`src/core/README_unused.sv`:
```
`timescale 1ns/1ps

```
`src/core/fbd_pkg.sv`:
```
package fbd_pkg;
  // Bus map, byte addresses
  localparam logic [7:0] REG_CTRL = 8'h00;
  localparam logic [7:0] REG_CFG_A = 8'h04;
  localparam logic [7:0] REG_CFG_B = 8'h08;
  localparam logic [7:0] REG_STATUS = 8'h0C;
  localparam logic [7:0] REG_FREQ = 8'h10;
  localparam logic [7:0] REG_CMDWORD = 8'h14;
  localparam logic [7:0] REG_EPR = 8'h18;
  // Field positions
  localparam int CTRL_PANEL_BIT = 0;
  localparam int CFG_POLICY_BIT = 0;
  localparam int CFG_BAUD_BIT = 1;
  localparam int CW_FWD_BIT = 1;
  localparam int CW_REV_BIT = 2;
  // Reset values, constants and limits
  localparam logic [1:0] BAUD_125K = 2'h0;
  localparam logic [1:0] POLICY_DEF = 2'h0;
  localparam logic [1:0] POLICY_IGNORE = 2'h2;
  localparam logic [7:0] ASM_CLASS = 8'h04;
  localparam logic [7:0] ASM_OUT_DEF = 8'h15;
  localparam logic [7:0] ASM_IN_DEF = 8'h47;
  localparam logic [7:0] NODE_CLASS = 8'h03;
  localparam logic [5:0] NODE_MAX = 6'h3F;
  localparam logic [15:0] FREQ_MAX = 16'h9C40;
  localparam logic [15:0] EPR_DEF_MS = 16'h0000;
  localparam int EPR_MULT = 4;
  // Timing
  localparam int CLK_PERIOD_NS = 20;
  localparam longint READY_TIME_MS = 60000;
  localparam longint MS_NS = 1000000;
  localparam int MS_CYCLES = int'(MS_NS / CLK_PERIOD_NS);
  localparam longint READY_CYCLES = READY_TIME_MS * MS_CYCLES;
  // Link request codes
  typedef enum logic [3:0] {
    OP_CONNECT = 4'h0,
    OP_CTRL_WORD = 4'h1,
    OP_FREQ = 4'h2,
    OP_MONITOR = 4'h3,
    OP_PARAM_RD = 4'h4,
    OP_RESET_SVC = 4'h5,
    OP_SET_ADDR = 4'h6,
    OP_SET_BAUD = 4'h7,
    OP_SET_EPR = 4'h8
  } fbd_op_t;
  // Link states
  typedef enum logic [3:0] {
    ST_BOOT = 4'h1,
    ST_IDLE = 4'h2,
    ST_CONN = 4'h4,
    ST_LOST = 4'h8
  } fbd_state_t;
endpackage : fbd_pkg

```
`src/core/fbd_loss_timer.sv`:
```
`timescale 1ns/1ps
module fbd_loss_timer #(
  parameter int MS_CYC = fbd_pkg::MS_CYCLES
) (
  input wire logic clk_i,
  input wire logic resetn_i,
  input wire logic ce_i,
  input wire logic arm_i,
  input wire logic kick_i,
  input wire logic [15:0] epr_ms_i,
  output logic expired_o
);
  import fbd_pkg::*;

  logic [31:0] pre;
  logic [17:0] ms_cnt;
  logic done;
  wire tick = (pre == 32'(MS_CYC - 1));
  wire [17:0] limit = 18'(epr_ms_i) * 18'(EPR_MULT);
  wire hit = arm_i && !done && tick && (limit != 18'h00000)
             && (ms_cnt + 18'h00001 == limit);

  // Millisecond prescaler and silent-period counter
  always_ff @(posedge clk_i) begin
    if (!resetn_i) begin
      pre <= 32'h00000000;
      ms_cnt <= 18'h00000;
      done <= 1'b0;
    end else if (ce_i) begin
      if (kick_i || !arm_i) begin
        pre <= 32'h00000000;
        ms_cnt <= 18'h00000;
        done <= 1'b0;
      end else if (!done) begin
        pre <= tick ? 32'h00000000 : pre + 32'h00000001;
        if (tick)
          ms_cnt <= ms_cnt + 18'h00001;
        if (hit)
          done <= 1'b1;
      end
    end
  end

  assign expired_o = hit && ce_i;

  a_expiry_once: assert property (@(posedge clk_i) disable iff (!resetn_i)
    expired_o |=> !expired_o)
    else $error("loss timeout fired twice");
endmodule : fbd_loss_timer

```
`src/core/fbd_cmd_port.sv`:
```
`timescale 1ns/1ps
// What this block does
// - Answers only requests, never originates traffic
// - Ready for link within one minute
// - Second master may read, not control
// - Bit rate starts at 125 kbit/s
// - Bit rate set by network or config
// - Switch address default, network may overwrite
// - Default assemblies class 4, 21, 71
// - Loss policy in two config registers, 0
// - Policy 0: four silent periods, fault, coast
// - Policy 2: keep running, auto reconnect
// - Mode change only stopped, runs off
// - Net mode takes run/frequency; reads in either mode, only when connected
// - Network reset refused during link fault
// - Frequency 0 to 400 Hz, 0.01 Hz
// - Reset service clears params per variant
// - Status byte bit layout
// - Terminals: no run, reset honoured
// - Switches sampled once, above 63 -> 63
// - Control word bit 1 fwd, 2 rev
module fbd_cmd_port #(
  parameter longint READY_CYC = fbd_pkg::READY_CYCLES,
  parameter int MS_CYC = fbd_pkg::MS_CYCLES
) (
  input wire logic clk_i,
  input wire logic resetn_i,
  input wire logic ce_i,
  // APB slave
  input wire logic psel_i,
  input wire logic penable_i,
  input wire logic pwrite_i,
  input wire logic [7:0] paddr_i,
  input wire logic [31:0] pwdata_i,
  output logic [31:0] prdata_o,
  output logic pready_o,
  output logic pslverr_o,
  // Link requests from the fieldbus layer
  input wire logic req_valid_i,
  input wire fbd_pkg::fbd_op_t req_op_i,
  input wire logic req_master_i,
  input wire logic [15:0] req_data_i,
  output logic rsp_valid_o,
  output logic rsp_ok_o,
  output logic [15:0] rsp_data_o,
  // Drive side
  input wire logic [3:0] node_sw_tens_i,
  input wire logic [3:0] node_sw_units_i,
  input wire logic running_i,
  input wire logic forward_running_flag_i,
  input wire logic reverse_running_flag_i,
  input wire logic at_speed_flag_i,
  input wire logic overload_flag_i,
  input wire logic freq_detect_flag_i,
  input wire logic alarm_i,
  input wire logic [15:0] out_freq_i,
  input wire logic term_reset_i,
  input wire logic term_run_i,
  output logic run_forward_cmd_o,
  output logic run_reverse_cmd_o,
  output logic [15:0] freq_setpoint_o,
  output logic option_link_fault_o,
  output logic coast_stop_o,
  output logic drive_reset_o,
  output logic [1:0] param_clear_o,
  output logic panel_unit_o,
  output logic link_ready_o,
  output logic [5:0] node_addr_o,
  output logic [1:0] baud_sel_o,
  output logic [7:0] asm_out_inst_o,
  output logic [7:0] asm_in_inst_o
);
  import fbd_pkg::*;

  fbd_state_t state;
  fbd_state_t next_state;
  logic [63:0] boot_cnt;
  logic [7:0] cfg_a;
  logic [7:0] cfg_b;
  logic [15:0] epr_ms;
  logic addr_taken;
  logic expired;

  // Decoded link request
  wire take = req_valid_i && ce_i;
  wire policy_ign = ({cfg_b[CFG_POLICY_BIT], cfg_a[CFG_POLICY_BIT]}
                     == POLICY_IGNORE);
  wire auto_back = (state == ST_LOST) && policy_ign;
  wire conn = (state == ST_CONN) || auto_back;
  wire ctl_master = !req_master_i;
  wire stopped = !running_i && !run_forward_cmd_o && !run_reverse_cmd_o;
  wire net_ctl = conn && ctl_master && !panel_unit_o
                 && !option_link_fault_o;
  wire freq_in = req_data_i <= FREQ_MAX;
  wire addr_in = req_data_i <= 16'(NODE_MAX);
  wire rd_ok = conn;
  wire cfg_ok = conn && ctl_master;
  logic ok;
  always_comb begin
    unique case (req_op_i)
      OP_CONNECT: ok = (state != ST_BOOT);
      OP_CTRL_WORD: ok = net_ctl;
      OP_FREQ: ok = net_ctl && freq_in;
      OP_MONITOR: ok = rd_ok;
      OP_PARAM_RD: ok = rd_ok;
      OP_RESET_SVC: ok = net_ctl;
      OP_SET_ADDR: ok = cfg_ok && addr_in;
      OP_SET_BAUD: ok = cfg_ok;
      OP_SET_EPR: ok = cfg_ok;
      default: ok = 1'b0;
    endcase
  end
  wire acc = take && ok;
  wire op_cw = acc && (req_op_i == OP_CTRL_WORD);
  wire op_rst = acc && (req_op_i == OP_RESET_SVC);

  // Status byte, bit 5 held at zero
  wire [7:0] status = {alarm_i, freq_detect_flag_i, 1'b0, overload_flag_i,
                       at_speed_flag_i, reverse_running_flag_i,
                       forward_running_flag_i, running_i};

  // Switch address, clamped to the legal range
  wire [7:0] sw_sum = {4'h0, node_sw_tens_i} * 8'h0A + {4'h0, node_sw_units_i};
  wire [5:0] sw_addr = (sw_sum > {2'h0, NODE_MAX}) ? NODE_MAX
                       : sw_sum[5:0];

  // Link state transitions
  always_comb begin
    next_state = state;
    unique case (state)
      ST_BOOT:
        if (boot_cnt >= 64'(READY_CYC - 1))
          next_state = ST_IDLE;
      ST_IDLE:
        if (acc && req_op_i == OP_CONNECT)
          next_state = ST_CONN;
      ST_CONN:
        if (expired)
          next_state = ST_LOST;
      ST_LOST:
        if (auto_back && take)
          next_state = ST_CONN;
        else if (acc && req_op_i == OP_CONNECT)
          next_state = ST_CONN;
      default: next_state = ST_BOOT;
    endcase
  end

  always_ff @(posedge clk_i) begin
    if (!resetn_i) begin
      state <= ST_BOOT;
      boot_cnt <= 64'h0;
    end else if (ce_i) begin
      state <= next_state;
      if (state == ST_BOOT)
        boot_cnt <= boot_cnt + 64'h1;
    end
  end

  assign link_ready_o = (state != ST_BOOT);

  fbd_loss_timer #(
    .MS_CYC(MS_CYC)
  ) u_loss (
    .clk_i(clk_i),
    .resetn_i(resetn_i),
    .ce_i(ce_i),
    .arm_i(state == ST_CONN),
    .kick_i(take),
    .epr_ms_i(epr_ms),
    .expired_o(expired)
  );

  // Link answers, one cycle after each request
  always_ff @(posedge clk_i) begin
    if (!resetn_i) begin
      rsp_valid_o <= 1'b0;
      rsp_ok_o <= 1'b0;
      rsp_data_o <= 16'h0000;
    end else if (ce_i) begin
      rsp_valid_o <= req_valid_i;
      rsp_ok_o <= req_valid_i && ok;
      if (req_valid_i)
        rsp_data_o <= (req_op_i == OP_MONITOR) ? out_freq_i
                      : (req_op_i == OP_PARAM_RD) ? {cfg_b, cfg_a}
                      : {8'h00, status};
    end
  end

  // Run commands, setpoint and link fault
  wire fault_set = expired && !policy_ign;
  always_ff @(posedge clk_i) begin
    if (!resetn_i) begin
      run_forward_cmd_o <= 1'b0;
      run_reverse_cmd_o <= 1'b0;
      freq_setpoint_o <= 16'h0000;
      option_link_fault_o <= 1'b0;
    end else if (ce_i) begin
      if (fault_set || op_rst || term_reset_i) begin
        run_forward_cmd_o <= 1'b0;
        run_reverse_cmd_o <= 1'b0;
      end else if (op_cw) begin
        run_forward_cmd_o <= req_data_i[CW_FWD_BIT];
        run_reverse_cmd_o <= req_data_i[CW_REV_BIT];
      end
      if (acc && req_op_i == OP_FREQ)
        freq_setpoint_o <= req_data_i;
      if (fault_set)
        option_link_fault_o <= 1'b1;
      else if (term_reset_i)
        option_link_fault_o <= 1'b0;
    end
  end

  assign coast_stop_o = option_link_fault_o;

  // Reset pulses; variant picks the clear kind
  always_ff @(posedge clk_i) begin
    if (!resetn_i) begin
      drive_reset_o <= 1'b0;
      param_clear_o <= 2'h0;
    end else if (ce_i) begin
      drive_reset_o <= op_rst || term_reset_i;
      param_clear_o <= op_rst ? (req_data_i[0] ? 2'h2 : 2'h1)
                       : 2'h0;
    end
  end

  // Node address, bit rate, loss policy, packet period, mode
  wire apb_wr = psel_i && penable_i && pwrite_i && ce_i;
  wire mode_ok = stopped;
  always_ff @(posedge clk_i) begin
    if (!resetn_i) begin
      addr_taken <= 1'b0;
      node_addr_o <= NODE_MAX;
      cfg_a <= 8'h00;
      cfg_b <= 8'h00;
      epr_ms <= EPR_DEF_MS;
      panel_unit_o <= 1'b0;
    end else if (ce_i) begin
      if (!addr_taken) begin
        addr_taken <= 1'b1;
        node_addr_o <= sw_addr;
      end else if (acc && req_op_i == OP_SET_ADDR)
        node_addr_o <= req_data_i[5:0];
      if (acc && req_op_i == OP_SET_BAUD) begin
        cfg_a[CFG_BAUD_BIT] <= req_data_i[0];
        cfg_b[CFG_BAUD_BIT] <= req_data_i[1];
      end else if (apb_wr && paddr_i == REG_CFG_A)
        cfg_a <= pwdata_i[7:0];
      else if (apb_wr && paddr_i == REG_CFG_B)
        cfg_b <= pwdata_i[7:0];
      if (acc && req_op_i == OP_SET_EPR)
        epr_ms <= req_data_i;
      else if (apb_wr && paddr_i == REG_EPR)
        epr_ms <= pwdata_i[15:0];
      if (apb_wr && paddr_i == REG_CTRL && mode_ok)
        panel_unit_o <= pwdata_i[CTRL_PANEL_BIT];
    end
  end

  assign baud_sel_o = {cfg_b[CFG_BAUD_BIT], cfg_a[CFG_BAUD_BIT]};
  assign asm_out_inst_o = ASM_OUT_DEF;
  assign asm_in_inst_o = ASM_IN_DEF;

  // Read mux, captured during the setup cycle
  wire mapped = (paddr_i[1:0] == 2'h0) && (paddr_i <= REG_EPR);
  wire [31:0] stat_word = {12'h000, baud_sel_o, node_addr_o,
                           (state == ST_CONN), link_ready_o,
                           option_link_fault_o, !panel_unit_o, status};
  logic [31:0] rd_mux;
  always_comb begin
    unique case (paddr_i)
      REG_CTRL: rd_mux = {31'h0, panel_unit_o};
      REG_CFG_A: rd_mux = {24'h0, cfg_a};
      REG_CFG_B: rd_mux = {24'h0, cfg_b};
      REG_STATUS: rd_mux = stat_word;
      REG_FREQ: rd_mux = {16'h0, freq_setpoint_o};
      REG_CMDWORD: rd_mux = {29'h0, run_reverse_cmd_o,
                             run_forward_cmd_o, 1'b0};
      REG_EPR: rd_mux = {16'h0, epr_ms};
      default: rd_mux = 32'h00000000;
    endcase
  end

  always_ff @(posedge clk_i) begin
    if (!resetn_i)
      prdata_o <= 32'h00000000;
    else if (ce_i && psel_i && !penable_i)
      prdata_o <= rd_mux;
  end

  assign pready_o = ce_i;
  assign pslverr_o = psel_i && penable_i && !mapped;

  // Terminal run input is deliberately unused
  wire unused_term = term_run_i;

  // Checks
  a_answer_only: assert property (@(posedge clk_i) disable iff (!resetn_i)
    ce_i && rsp_valid_o |-> $past(req_valid_i))
    else $error("answer without request");
  a_no_cmd_unconn: assert property (@(posedge clk_i) disable iff (!resetn_i)
    take && state == ST_IDLE && req_op_i == OP_CTRL_WORD
    |=> rsp_valid_o && !rsp_ok_o)
    else $error("command taken before connection");
  a_reader_no_ctl: assert property (@(posedge clk_i) disable iff (!resetn_i)
    take && req_master_i && req_op_i == OP_CTRL_WORD
    |=> !rsp_ok_o)
    else $error("second master took control");
  a_fault_coasts: assert property (@(posedge clk_i) disable iff (!resetn_i)
    ce_i && expired && !policy_ign
    |=> option_link_fault_o && coast_stop_o
        && !run_forward_cmd_o && !run_reverse_cmd_o)
    else $error("timeout did not fault and stop");
  a_ignore_keeps: assert property (@(posedge clk_i) disable iff (!resetn_i)
    ce_i && expired && policy_ign && !option_link_fault_o
    |=> !option_link_fault_o)
    else $error("ignored loss raised fault");
  a_mode_locked: assert property (@(posedge clk_i) disable iff (!resetn_i)
    ce_i && (running_i || run_forward_cmd_o || run_reverse_cmd_o)
    |=> $stable(panel_unit_o))
    else $error("mode changed while running");
  a_panel_reject: assert property (@(posedge clk_i) disable iff (!resetn_i)
    take && panel_unit_o && req_op_i == OP_FREQ
    |=> !rsp_ok_o ##0 $stable(freq_setpoint_o))
    else $error("panel mode took setpoint");
  a_reset_refused: assert property (@(posedge clk_i) disable iff (!resetn_i)
    take && option_link_fault_o && req_op_i == OP_RESET_SVC && !term_reset_i
    |=> !drive_reset_o && param_clear_o == 2'h0)
    else $error("reset taken during link fault");
  a_freq_range: assert property (@(posedge clk_i) disable iff (!resetn_i)
    freq_setpoint_o <= FREQ_MAX)
    else $error("setpoint above limit");
  a_addr_range: assert property (@(posedge clk_i) disable iff (!resetn_i)
    ce_i && !addr_taken && ({node_sw_tens_i, node_sw_units_i} > 8'h63)
    |=> node_addr_o == NODE_MAX)
    else $error("node address out of range");
  a_status_bit5: assert property (@(posedge clk_i) disable iff (!resetn_i)
    rsp_valid_o && $past(req_op_i) == OP_CTRL_WORD
    |-> rsp_data_o[5] == 1'b0)
    else $error("status bit 5 not zero");
endmodule : fbd_cmd_port

```
`config.mk`:
```
export PLATFORM = sky130hd
export DESIGN_NAME = fbd_cmd_port
export DESIGN_NICKNAME = d
export VERILOG_FILES = /design/src/core/README_unused.sv /design/src/core/fbd_pkg.sv /design/src/core/fbd_loss_timer.sv /design/src/core/fbd_cmd_port.sv
export SDC_FILE = /design/constraint.sdc
export NUM_CORES = 1
export LEC_CHECK = 0
export BUFFER_PORTS_ARGS = -buffer_cell sky130_fd_sc_hd__buf_2
export CORE_ASPECT_RATIO = 0.6
export CORE_UTILIZATION = 50
export DETAILED_ROUTE_END_ITERATION = 10
export PLACE_DENSITY = 0.78
export SLEW_MARGIN = 10
export SYNTH_ARGS = -nofsm -noshare
export SYNTH_HDL_FRONTEND = slang
export SYNTH_SLANG_ARGS = --single-unit
```
`constraint.sdc`:
```
create_clock -name clk_i -period 2.4 [get_ports clk_i]
set_input_delay 0.24 -clock clk_i [delete_from_list [all_inputs] [get_ports clk_i]]
set_output_delay 0.24 -clock clk_i [all_outputs]
set_load 0.05 [all_outputs]
```
; ---- Word-level counts from Yosys, hierarchy flattened
; Index checks and enable logic that the tools add are counted.
[op_classes]
mux = 36
div = 0
add_sub_neg = 4
n_lt_le_gt_ge = 5
mul = 1
shift = 0
bitwise_logic = 2
eq_ne = 27
reduce_logical = 81
[op_table]
columns = cell, count
row1 = $pmux W20 S7, 1
row2 = $mux W32, 3
row3 = $add A64 B1 Y64 const B, 1
row4 = $ge A64 B32 Y1 const B, 1
row5 = $mux W16, 4
row6 = $mux W18, 3
row7 = $logic_and A1 B1 Y1, 37
row8 = $add A32 B1 Y32 const B, 1
row9 = $eq A32 B16 Y1 const B, 1
row10 = $eq A8 B5 Y1 const B, 3
row11 = $eq A4 B3 Y1 const B, 5
row12 = $reduce_and A2 Y1, 10
row13 = $add A18 B1 Y18 const B, 1
row14 = $eq A18 B18 Y1, 1
row15 = $mux W6, 3
row16 = $reduce_bool A18 Y1, 1
row17 = $eq A8 B4 Y1 const B, 2
row18 = $le A16 B16 Y1 const B, 1
row19 = $le A16 B6 Y1 const B, 1
row20 = $mux W4, 4
row21 = $pmux W4 S4, 1
row22 = $eq A4 B2 Y1 const B, 3
row23 = $reduce_and A3 Y1, 4
row24 = $reduce_bool A2 Y1, 6
row25 = other kinds (22), 58
[word_totals]
out_inout_bits = 101
register_bits = 231
latch_bits = 0
ramBits = 0
mem_count = 0
inputBits = 101
romBits = 0

; ---- Longest topological paths before layout
; Gate-level depths: netlist of run 1.
[depth]
ltp_word = 14
mapped_depth = 11
mapped_depth_nobuf = 10

; ---- Cells and area by module
; Synthesis of run 1 repeated with hierarchy kept, for this count alone.
[hier_totals]
hier_cells = 1460
area_unflattened_um2 = 12180.4
[modules_own_cells]
columns = mod, seq_area_each_um2, cells_each, area_each_um2, n_inst
row1 = fbd_cmd_port, 3363.2, 1031, 8799.7, 1
row2 = fbd_loss_timer, 1021.0, 429, 3380.7, 1

; ---- Worst setup path before layout of run 1
; Ideal clock, no wire load.
[synth_timing]
kind = register to register
start = register u_loss.ms_cnt[0]
end = register state[2]
setup_ns = 0.122
setup_slack_ns = -0.084
path_stages_with_launch = 11
required_time_ns = 2.278
path_buffers = 1
t_arrival_ns = 2.362
period_less_slack_ns = 2.484
cell_sequence = dfxtp_1 ha_1 nand3_1 or3_1 clkbuf_1 a2111oi_0 a311oi_1 nor3b_1 and3_1 nor2_1 o311a_1
[synth_via]
elab_chain_cells = 6
[synth_lines]
columns = element, line
row1 = from (decl), fbd_loss_timer.sv:16  ; logic [17:0] ms_cnt;
row2 = from (signal assigned), fbd_loss_timer.sv:37  ; ms_cnt <= ms_cnt + 18'h00001;
row3 = $add A18 B1 Y18, fbd_loss_timer.sv:21  ; && (ms_cnt + 18'h00001 == limit);
row4 = $eq A18 B18 Y1, fbd_loss_timer.sv:21
row5 = $logic_and A1 B1 Y1, fbd_loss_timer.sv:21
row6 = $logic_and A1 B1 Y1, fbd_loss_timer.sv:44  ; assign expired_o = hit && ce_i;
row7 = $ne A2 B2 Y1 (no source line), --
row8 = $reduce_and A3 Y1 (no source line), --
row9 = to (signal assigned), fbd_cmd_port.sv:154  ; state <= next_state;
row10 = to (decl), fbd_cmd_port.sv:75  ; fbd_state_t state;
; Every way passes these cells.
; A chain may end at the register's enable or synchronous reset.

; ---- Final worst setup path of run 1
[layout_timing]
start = register u_loss.ms_cnt[11]
end = register run_forward_cmd_o
[layout_via]
elab_chain_cells = 9
word_cells_on_any_way = 10
classes_between = add/sub (1) / eq/ne (1) / mux (1) / reduce/logical (7)
[layout_lines]
columns = element, line
row1 = $add A18 B1 Y18 (*), fbd_loss_timer.sv:21
row2 = $eq A18 B18 Y1 (*), fbd_loss_timer.sv:21
row3 = $logic_and A1 B1 Y1 (*), fbd_loss_timer.sv:21
row4 = $logic_and A1 B1 Y1 (*), fbd_loss_timer.sv:44
row5 = $logic_and A1 B1 Y1 (*), fbd_cmd_port.sv:191  ; wire fault_set = expired && !policy_ign;
row6 = $logic_or A1 B1 Y1 (*) (2 in a row), fbd_cmd_port.sv:199  ; if (fault_set || op_rst || term_reset_i) begin
row7 = $reduce_bool A2 Y1 (no source line), --
row8 = $reduce_and A2 Y1 (no source line), --
row9 = to (signal assigned), fbd_cmd_port.sv:203  ; run_forward_cmd_o <= req_data_i[CW_FWD_BIT];
row10 = to (decl), fbd_cmd_port.sv:59  ; output logic run_forward_cmd_o,
; Mark *: on every way between the ends. The rest lies on a longest branch, timed or not.

==> flow_summary.rst, run 1 <==
.. list-table::
   :header-rows: 1

   * - Metric
     - Value
   * - Final number of setup-violating endpoints
     - 6
   * - Max-slew headroom at the worst pin
     - 0.4734
   * - Net count of the finished layout
     - 1,789
   * - Hold WC Path Type
     - input pin to flop
   * - Average wire length per cell after detail routing
     - 19.62 microns
   * - Outcome
     - finished, violations left
   * - TritonCTS clock tree
     - done
   * - Cell count after placement
     - 1,933
   * - Relative contribution of the clock network to total power
     - 0.460
   * - Worst Setup Path Type
     - flop to flop
   * - Placer's final routability congestion estimate
     - 1.017
   * - Crit-path max cell delay
     - 460 ps
   * - HPWL after DPL
     - 26,890 microns
   * - Tmin final
     - 2596 ps
   * - CP bufs+invs
     - 2
   * - Final non-filler cell total
     - 2,006
   * - Antenna violations before repair
     - 2
   * - Number of enable flip-flop cells after synthesis
     - 0
   * - P per Cell Area
     - 542.5 nW/um^2
   * - RSZ-0062 raised after global routing
     - true
   * - Area of the mapped netlist
     - 11,800 sq um
   * - Total of buffers placed on input and output ports
     - 156
   * - Critical path launch point type
     - flop
   * - First-pass GRT wire length
     - 57,880 microns
   * - Reg2Reg Launch Point
     - u_loss.ms_cnt[11]
   * - Buffer depth of the longest clock path
     - 3
   * - Int Power
     - 0.006342 W
   * - Required time at the endpoint of the critical path
     - 2840 ps
   * - Place WS
     - -302.6 ps
   * - CTS Root Buffer Type
     - clkbuf_16
   * - Area of the die
     - 24,230 sq um
   * - Fin crit share
     - 1.082
   * - Slowest cell on crit path
     - or4_4
   * - Count of synthesis-stage warnings from yosys
     - 0
   * - Prevailing post-synth register cell
     - dfxtp_1
   * - CP Max Fanout
     - 4
   * - Vias
     - 12,039
   * - Top cell type's share of synthesized area
     - 0.3717
   * - Cell-by-cell listing of the critical path
     - nand4_1, buf_4, or4_4, or4_4, nand4_1, nor4_2, buf_4, a41oi_4, a21boi_2, o21ai_1
   * - Dominant cells by area after synthesis
     - dfxtp_1 (37%), mux2i_1 (5.2%), xnor2_1 (5.1%)
   * - Site Rows
     - 43
   * - TritonRoute pass-1 iters
     - 8
   * - Fraction of layout instances using a drive strength above 1
     - 0.2980
   * - CTS H-Tree Depth
     - 1
   * - Number of nets with antenna violations after detailed routing
     - 0
   * - Arrival time of data at the critical path endpoint
     - 3030 ps
   * - Count of inserted antenna diode cells
     - 0
   * - Switching Share
     - 0.2486
   * - Overall routed net length
     - 39,360 microns
   * - Latest clock arrival within the worst-skew pair
     - 510 ps
   * - Total track usage
     - 0.2962
   * - Clock-pin slew reported for the worst setup and hold paths after clock tree synthesis
     - 70 ps
   * - Switching power total
     - 0.002098 W
   * - Violations in the final reports
     - negative setup slack
   * - Worst hold slack
     - 18.93 ps
   * - Worst Skew
     - 11.30 ps
   * - Achievable clock frequency
     - 0.3853 GHz
   * - Sequential share of power
     - 0.438
   * - Total power consumption of the routed design
     - 0.008440 W
   * - Final Max Tran Viols
     - 0
   * - Drc violations
     - 0
   * - Largest net degree at the start of global routing
     - 47
   * - Max-capacitance violation count
     - 0
   * - Layout overhead on the synthesized area
     - 31.87%
   * - Final worst slack
     - -195.6 ps
   * - Share of the yosys chip area belonging to registers
     - 0.3717
   * - Count of different cell masters after synthesis
     - 75
   * - Mean cell area of the mapped netlist
     - 8.573 sq um
   * - Routed via count divided by cell count
     - 6.001
   * - Number of buffers inserted during clock tree synthesis
     - 22
   * - Number of instances in the synthesized netlist
     - 1,376
   * - Width of the die
     - 200.3 microns
   * - Start point of the worst hold path
     - req_data_i[8]
   * - Count of endpoints failing hold in the final timing report
     - 0
   * - Number of clock sinks
     - 219
   * - Die extent in y
     - 121.0 microns
   * - Combinational group share of total power
     - 0.102
   * - Top-level I/O count
     - 202
   * - Critical Path Source
     - u_loss.ms_cnt[11]
   * - Core ar.
     - 23,130 sq um
   * - Type of destination of the critical path
     - flop
   * - Dominant cell type by area after synthesis
     - dfxtp_1
   * - Initial standard-cell utilization of the core
     - 0.5099
   * - Number of storage elements in the synthesis netlist
     - 219
   * - Post-route core utilization
     - 0.6724
   * - Pleak
     - 6.444 nW
   * - Initial drt markers
     - 1,349
   * - Highest ir drop seen on vdd
     - 0.4073 mV
   * - Family with the most delay on the worst path
     - simple AND/OR/NAND/NOR gates
   * - Vias in the first global route
     - 10,901
   * - Slew at the pin closest to its max-slew limit
     - 777.6 ps
   * - Total congestion overflow after global routing
     - 0
   * - FFs w/ async S/R, synth
     - 0
[repair_timing]
item,CTS,global route
setup endpoints to repair,59,117
gates resized for setup,45,91
endpoints found under the hold margin,1,0
hold buffers,1,0
cloned,1,2
setup buffers,7,23
pin swaps,17,34
[registers in the layout (all words and copies together) (netlist names), 2 cells and up]
| signal | flops |
|---|---|
| cfg_a | 8 |
| node_addr_o | 6 |
| state | 4 |
| boot_cnt | 64 |
| prdata_o | 20 |
| u_loss.pre | 32 |
| epr_ms | 16 |
| u_loss.ms_cnt | 18 |
| param_clear_o | 2 |
| rsp_data_o | 16 |
| cfg_b | 8 |
| freq_setpoint_o | 16 |
[Yosys cell counts, types with 4 or more instances]
cell type,number
nand2b_1,7
o31ai_1,9
nor2_1,88
nor3b_1,12
o21ai_0,50
a211oi_1,11
nor4_1,30
buf_4,33
nor3_1,23
inv_1,20
or3_1,22
a221oi_1,15
o21a_1,5
nand3b_1,6
a22oi_1,13
and2_1,60
nand3_1,65
nand2_1,122
dfxtp_1,219
a222oi_1,10
buf_2,11
mux2i_1,61
nor4b_1,4
or4_1,6
xnor2_1,69
nor2b_1,58
nand4_1,43
xor2_1,26
o22ai_1,11
o21ai_1,6
nor4_2,5
clkbuf_1,60
a21boi_0,16
o211a_1,27
a21oi_1,29
o211ai_1,11
ha_1,10
a31oi_1,8
or2_2,4
and4_1,10
mux2_2,4
a21boi_1,13
and3_1,17
[cell type report]
cell class              instances  area, sq um
flip-flops and latches        219         4415
fillers                      1759         7579
well taps                     315        394.1
multi-input cells            1054         7333
clock buffers                  32        679.4
clock inverters                 7        141.4
inverters                      20        77.57
repair buffers                359         2515
[worst register-to-register path, cell delays in order (launching register included)]
cell and delay, ps:
dfxtp_2 350, nand4_1 230, buf_4 220, or4_4 460
or4_4 450, nand4_1 140, nor4_2 60, buf_4 150
a41oi_4 230, a21boi_2 90, o21ai_1 140
[metrics by stage]
step | TNS (ps) | instance area [sq um]
4_1_cts | 0 | 14950
3_3_place_gp | -4666 | 13850
3_5_place_dp | -8623 | 13850
6_report | -655.6 | 15560
2_1_floorplan | -40.49 | 11910
5_1_grt | -2084 | 15560
[layer usage]
layer | routed length [microns] | vias up | global-route usage
li1 | - | 5524 | -
met3 | 4939 | 101 | 0.08861
met1 | 16890 | 5723 | 0.4279
met4 | 1013 | 4 | 0.06823
met5 | 23 | - | 0
met2 | 16500 | 687 | 0.4282
[path summary, 6_finish.rpt]
| kind | to | depth (start not counted) | slack (ps) |
|---|---|---|---|
| worst max-delay path | run_forward_cmd_o | 10 | -200 |
| worst min-delay path | epr_ms[8] | 2 | 20 |
| worst max register to register | run_forward_cmd_o | 10 | -200 |
| worst min register to register | addr_taken | 1 | 450 |
[logic make-up after synthesis]
logic type               count (synthesis)  synth area share
other                                    2         0.0006366
multiplexers                            65           0.05558
buffers and inverters                  129           0.05399
AND/OR/NAND/NOR                        598            0.2779
AO/OA/AOI/OAI                          256            0.1557
XOR/XNOR                                95           0.07053
adder cells (fa/ha/maj)                 12           0.01400
flip-flops                             219            0.3717
[power groups by stage]
stage | Clock [W] | Combinational (W) | Sequential, W
6_report | 0.00388 | 0.000859 | 0.00370
3_3_place_gp | 0 | 0.000793 | 0.00378
3_5_place_dp | 0 | 0.000803 | 0.00379
5_1_grt | 0.00405 | 0.000903 | 0.00370
2_1_floorplan | 0 | 0.000421 | 0.00392
4_1_cts | 0.00390 | 0.000817 | 0.00370
[cells in the final DEF (no fill, tap or decap), drive strengths merged, types with 11 or more instances in the layout]
cell type    n
mux2i       61
o211ai      11
nand4       44
a21boi      29
inv         20
a211oi      11
o22ai       11
conb        28
buf        355
clkbuf      34
nor3        26
a21oi       29
nor3b       12
xor2        26
xnor2       69
nor2b       58
o211a       27
nand2      122
a22oi       13
and3        17
o21ai       56
nor2        89
dfxtp      219
or3         23
a221oi      15
nand3       66
and2        60
nor4        35
(Power assumes the default switching activity.)
==> inputs of run 2 (changes only) <==
--- a/config.mk
+++ b/config.mk
@@ -6,7 +6,9 @@
 export NUM_CORES = 1
 export LEC_CHECK = 0
 export BUFFER_PORTS_ARGS = -buffer_cell sky130_fd_sc_hd__buf_2
+export CAP_MARGIN = 10
 export CORE_ASPECT_RATIO = 0.6
+export CORE_MARGIN = 8
 export CORE_UTILIZATION = 50
 export DETAILED_ROUTE_END_ITERATION = 10
 export PLACE_DENSITY = 0.78
==> constraint.sdc (replaced) <==
create_clock -name clk_i -period 2.2 [get_ports clk_i]
set_input_delay 0.22 -clock clk_i [delete_from_list [all_inputs] [get_ports clk_i]]
set_output_delay 0.22 -clock clk_i [all_outputs]
set_load 0.05 [all_outputs]
==> run 2 against run 1 <==
The flow still finishes with violations (negative setup slack). Maximum frequency up 3.7%. Global-route usage down 1.9 points. Setup slack worse by 110 ps. Sequential power up 8.9%. First-iteration DRC count up 17%. Cell area up 11%. Critical path type unchanged. Critical endpoint unchanged.
==> flow_summary.rst, run 2 (synthesized netlist as in run 1, its figures left out) <==
.. list-table::
   :header-rows: 1

   * - Metric
     - Value
   * - Drc violations
     - 0 (unchanged)
   * - Total congestion overflow after global routing
     - 0 (unchanged)
   * - Required time at the endpoint of the critical path
     - 2670 ps (was 2840 ps)
   * - Latest clock arrival within the worst-skew pair
     - 540 ps (was 510 ps)
   * - Achievable clock frequency
     - 0.3995 GHz (was 0.3853 GHz)
   * - Combinational group share of total power
     - 0.114 (was 0.102)
   * - Largest net degree at the start of global routing
     - 80 (was 47)
   * - Cell count after placement
     - 2,000 (was 1,933)
   * - Reg-to-reg endpoint
     - run_forward_cmd_o (unchanged)
   * - HPWL after DPL
     - 30,320 microns (was 26,890 microns)
   * - Critical path launch point type
     - flop (unchanged)
   * - Site Rows
     - 43 (unchanged)
   * - CTS Root Buffer Type
     - clkbuf_16 (unchanged)
   * - Switching Share
     - 0.2602 (was 0.2486)
   * - Final Max Tran Viols
     - 0 (unchanged)
   * - Number of clock sinks
     - 219 (unchanged)
   * - Reg2Reg Launch Point
     - u_loss.ms_cnt[7] (was u_loss.ms_cnt[11])
   * - Initial standard-cell utilization of the core
     - 0.5099 (unchanged)
   * - Worst Skew
     - 34.18 ps (was 11.30 ps)
   * - Placer's final routability congestion estimate
     - 0.9963 (was 1.017)
   * - TritonRoute pass-1 iters
     - 6 (was 8)
   * - Largest registers
     - boot_cnt: 64 flops, u_loss.pre: 32 flops, prdata_o: 20 flops (unchanged)
   * - Max-capacitance violation count
     - 0 (unchanged)
   * - P per Cell Area
     - 540.4 nW/um^2 (was 542.5 nW/um^2)
   * - CTS H-Tree Depth
     - 1 (unchanged)
   * - Violations in the final reports
     - negative setup slack (unchanged)
   * - Post-route core utilization
     - 0.7489 (was 0.6724)
   * - Vias in the first global route
     - 11,790 (was 10,901)
   * - Critical Path Source
     - u_loss.ms_cnt[7] (was u_loss.ms_cnt[11])
   * - Total non-filler cell area in the finished layout
     - 17,330 sq um (was 15,560 sq um)
   * - Number of nets with antenna violations after detailed routing
     - 0 (unchanged)
   * - Setup TNS after final layout
     - -9276 ps (was -655.6 ps)
   * - Register ranked first by flip-flop count
     - boot_cnt (unchanged)
   * - Flip-flop count of the largest register after layout
     - 64 (unchanged)
   * - Worst Setup Path Type
     - flop to flop (unchanged)
   * - Max-slew headroom at the worst pin
     - 0.4775 (was 0.4734)
   * - Net count of the finished layout
     - 1,881 (was 1,789)
   * - Path depth of the worst reg2reg path
     - 9 (was 10)
   * - Layout overhead on the synthesized area
     - 46.87% (was 31.87%)
   * - Pleak
     - 7.277 nW (was 6.444 nW)
   * - Most common cell after layout, fill and taps aside
     - buf_4 (was dfxtp_1)
   * - Die extent in y
     - 135.0 microns (was 121.0 microns)
   * - Type of destination of the critical path
     - flop (unchanged)
   * - CP Max Fanout
     - 4 (unchanged)
   * - Antenna violations before repair
     - 3 (was 2)
   * - Critical Path Sink
     - run_forward_cmd_o (unchanged)
   * - Sequential share of power
     - 0.430 (was 0.438)
   * - Clock-pin slew reported for the worst setup and hold paths after clock tree synthesis
     - 70 ps (about the same)
   * - Area of the die
     - 28,920 sq um (was 24,230 sq um)
   * - Number of buffers inserted during clock tree synthesis
     - 22 (unchanged)
   * - Final worst slack
     - -303.0 ps (was -195.6 ps)
   * - Arrival time of data at the critical path endpoint
     - 2980 ps (was 3030 ps)
   * - Routed via count divided by cell count
     - 6.116 (was 6.001)
   * - Int Power
     - 0.006926 W (was 0.006342 W)
   * - Highest-count cells in the layout ignoring fill and taps
     - buf_4 (230), dfxtp_1 (192), buf_2 (155) (was dfxtp_1 (204), buf_4 (173), buf_2 (155))
   * - Total of buffers placed on input and output ports
     - 156 (unchanged)
   * - First-pass GRT wire length
     - 65,790 microns (was 57,880 microns)
   * - Total track usage
     - 0.2775 (was 0.2962)
   * - Width of the die
     - 214.3 microns (was 200.3 microns)
   * - Relative contribution of the clock network to total power
     - 0.455 (was 0.460)
   * - Hold WC Path Type
     - input pin to flop (unchanged)
   * - Slew at the pin closest to its max-slew limit
     - 783.7 ps (was 777.6 ps)
   * - Count of endpoints failing hold in the final timing report
     - 0 (unchanged)
   * - TritonCTS clock tree
     - done (unchanged)
   * - Final number of setup-violating endpoints
     - 100 (was 6)
   * - Switching power total
     - 0.002437 W (was 0.002098 W)
   * - Vias
     - 12,844 (was 12,039)
   * - Top-level I/O count
     - 202 (unchanged)
   * - RSZ-0062 raised after global routing
     - true (unchanged)
   * - Dpl cell area
     - 14,450 sq um (was 13,850 sq um)
   * - Overall routed net length
     - 46,750 microns (was 39,360 microns)
   * - Core ar.
     - 23,130 sq um (unchanged)
   * - Highest ir drop seen on vdd
     - 0.5518 mV (was 0.4073 mV)
   * - Outcome
     - finished, violations left (unchanged)
   * - Final non-filler cell total
     - 2,100 (was 2,006)
   * - Worst-case register-to-register setup slack
     - -300 ps (was -200 ps)
   * - Tmin final
     - 2503 ps (was 2596 ps)
   * - Initial drt markers
     - 1,574 (was 1,349)
   * - Fraction of layout instances using a drive strength above 1
     - 0.4120 (was 0.2980)
   * - Average wire length per cell after detail routing
     - 22.26 microns (was 19.62 microns)
   * - Fin crit share
     - 1.138 (was 1.082)
   * - Buffer depth of the longest clock path
     - 3 (unchanged)
[run 2: worst min-delay path by stage]
stage / startpoint / to / slack, ps / depth (start not counted)
after floorplan: req_data_i[1] / run_forward_cmd_o / 360 / 2
after global placement: addr_taken / addr_taken / 430 / 1
after detailed placement: addr_taken / addr_taken / 450 / 1
after CTS: req_data_i[15] / epr_ms[15] / 4 / 2
after global routing: req_data_i[15] / epr_ms[15] / 10 / 2
final: pwdata_i[4] / cfg_a[4] / 10 / 3
[run 2: metal layers]
layer  share of wire  vias to the layer above  track usage
met2            0.43                      832       0.4064
met3            0.13                      158       0.1074
met1            0.40                     6137       0.3793
met5         0.00058                        -            0
met4           0.030                        4      0.06335
li1                -                     5713            -
[run 2: power by group through the flow]
stage               Combinational, W  Clock (W)  Sequential, W
floorplan                   0.000463          0        0.00427
global placement            0.000917          0        0.00413
detailed placement          0.000934          0        0.00413
CTS                         0.000983    0.00424        0.00403
global route                 0.00112    0.00444        0.00403
finish                       0.00107    0.00426        0.00403
[run 2: area by class of cell]
type	count	area, sq um
clock buffers	30	651.9
diodes	1	2.502
repair buffers	451	3416
clock inverters	10	160.2
inverters	20	81.33
multi-input cells	1054	8177
fillers	1514	5809
flip-flops and latches	219	4443
well taps	315	394.1
[run 2: stage by stage]
step / total power, W / setup slack [ps] / hold slack (ps)
2_1_floorplan: 0.004734 / -139.8 / 363.3
3_3_place_gp: 0.005045 / -444.8 / 434.5
3_5_place_dp: 0.005065 / -546.7 / 454.6
4_1_cts: 0.009261 / -277.1 / 3.965
5_1_grt: 0.009587 / -376.4 / 13.76
6_report: 0.009363 / -303.0 / 13.71
[run 2: what timing repair did]
item                                    in CTS  in global routing
cloned                                       4                  2
resized for setup                          155                213
endpoints found under the setup margin     146                158
hold buffers                                 1                  0
endpoints found under the hold margin        2                  0
buffers inserted                            26                 33
pin swaps                                   78                131
[run 2: critical path: stages (launching register included)]
cell and delay (ps):
dfxtp_1 370, nand2_1 120, or4_4 600, or4_4 440
buf_4 150, nand4_1 120, nor4_4 70, a41oi_2 310
nand4_1 160, o21ai_1 100
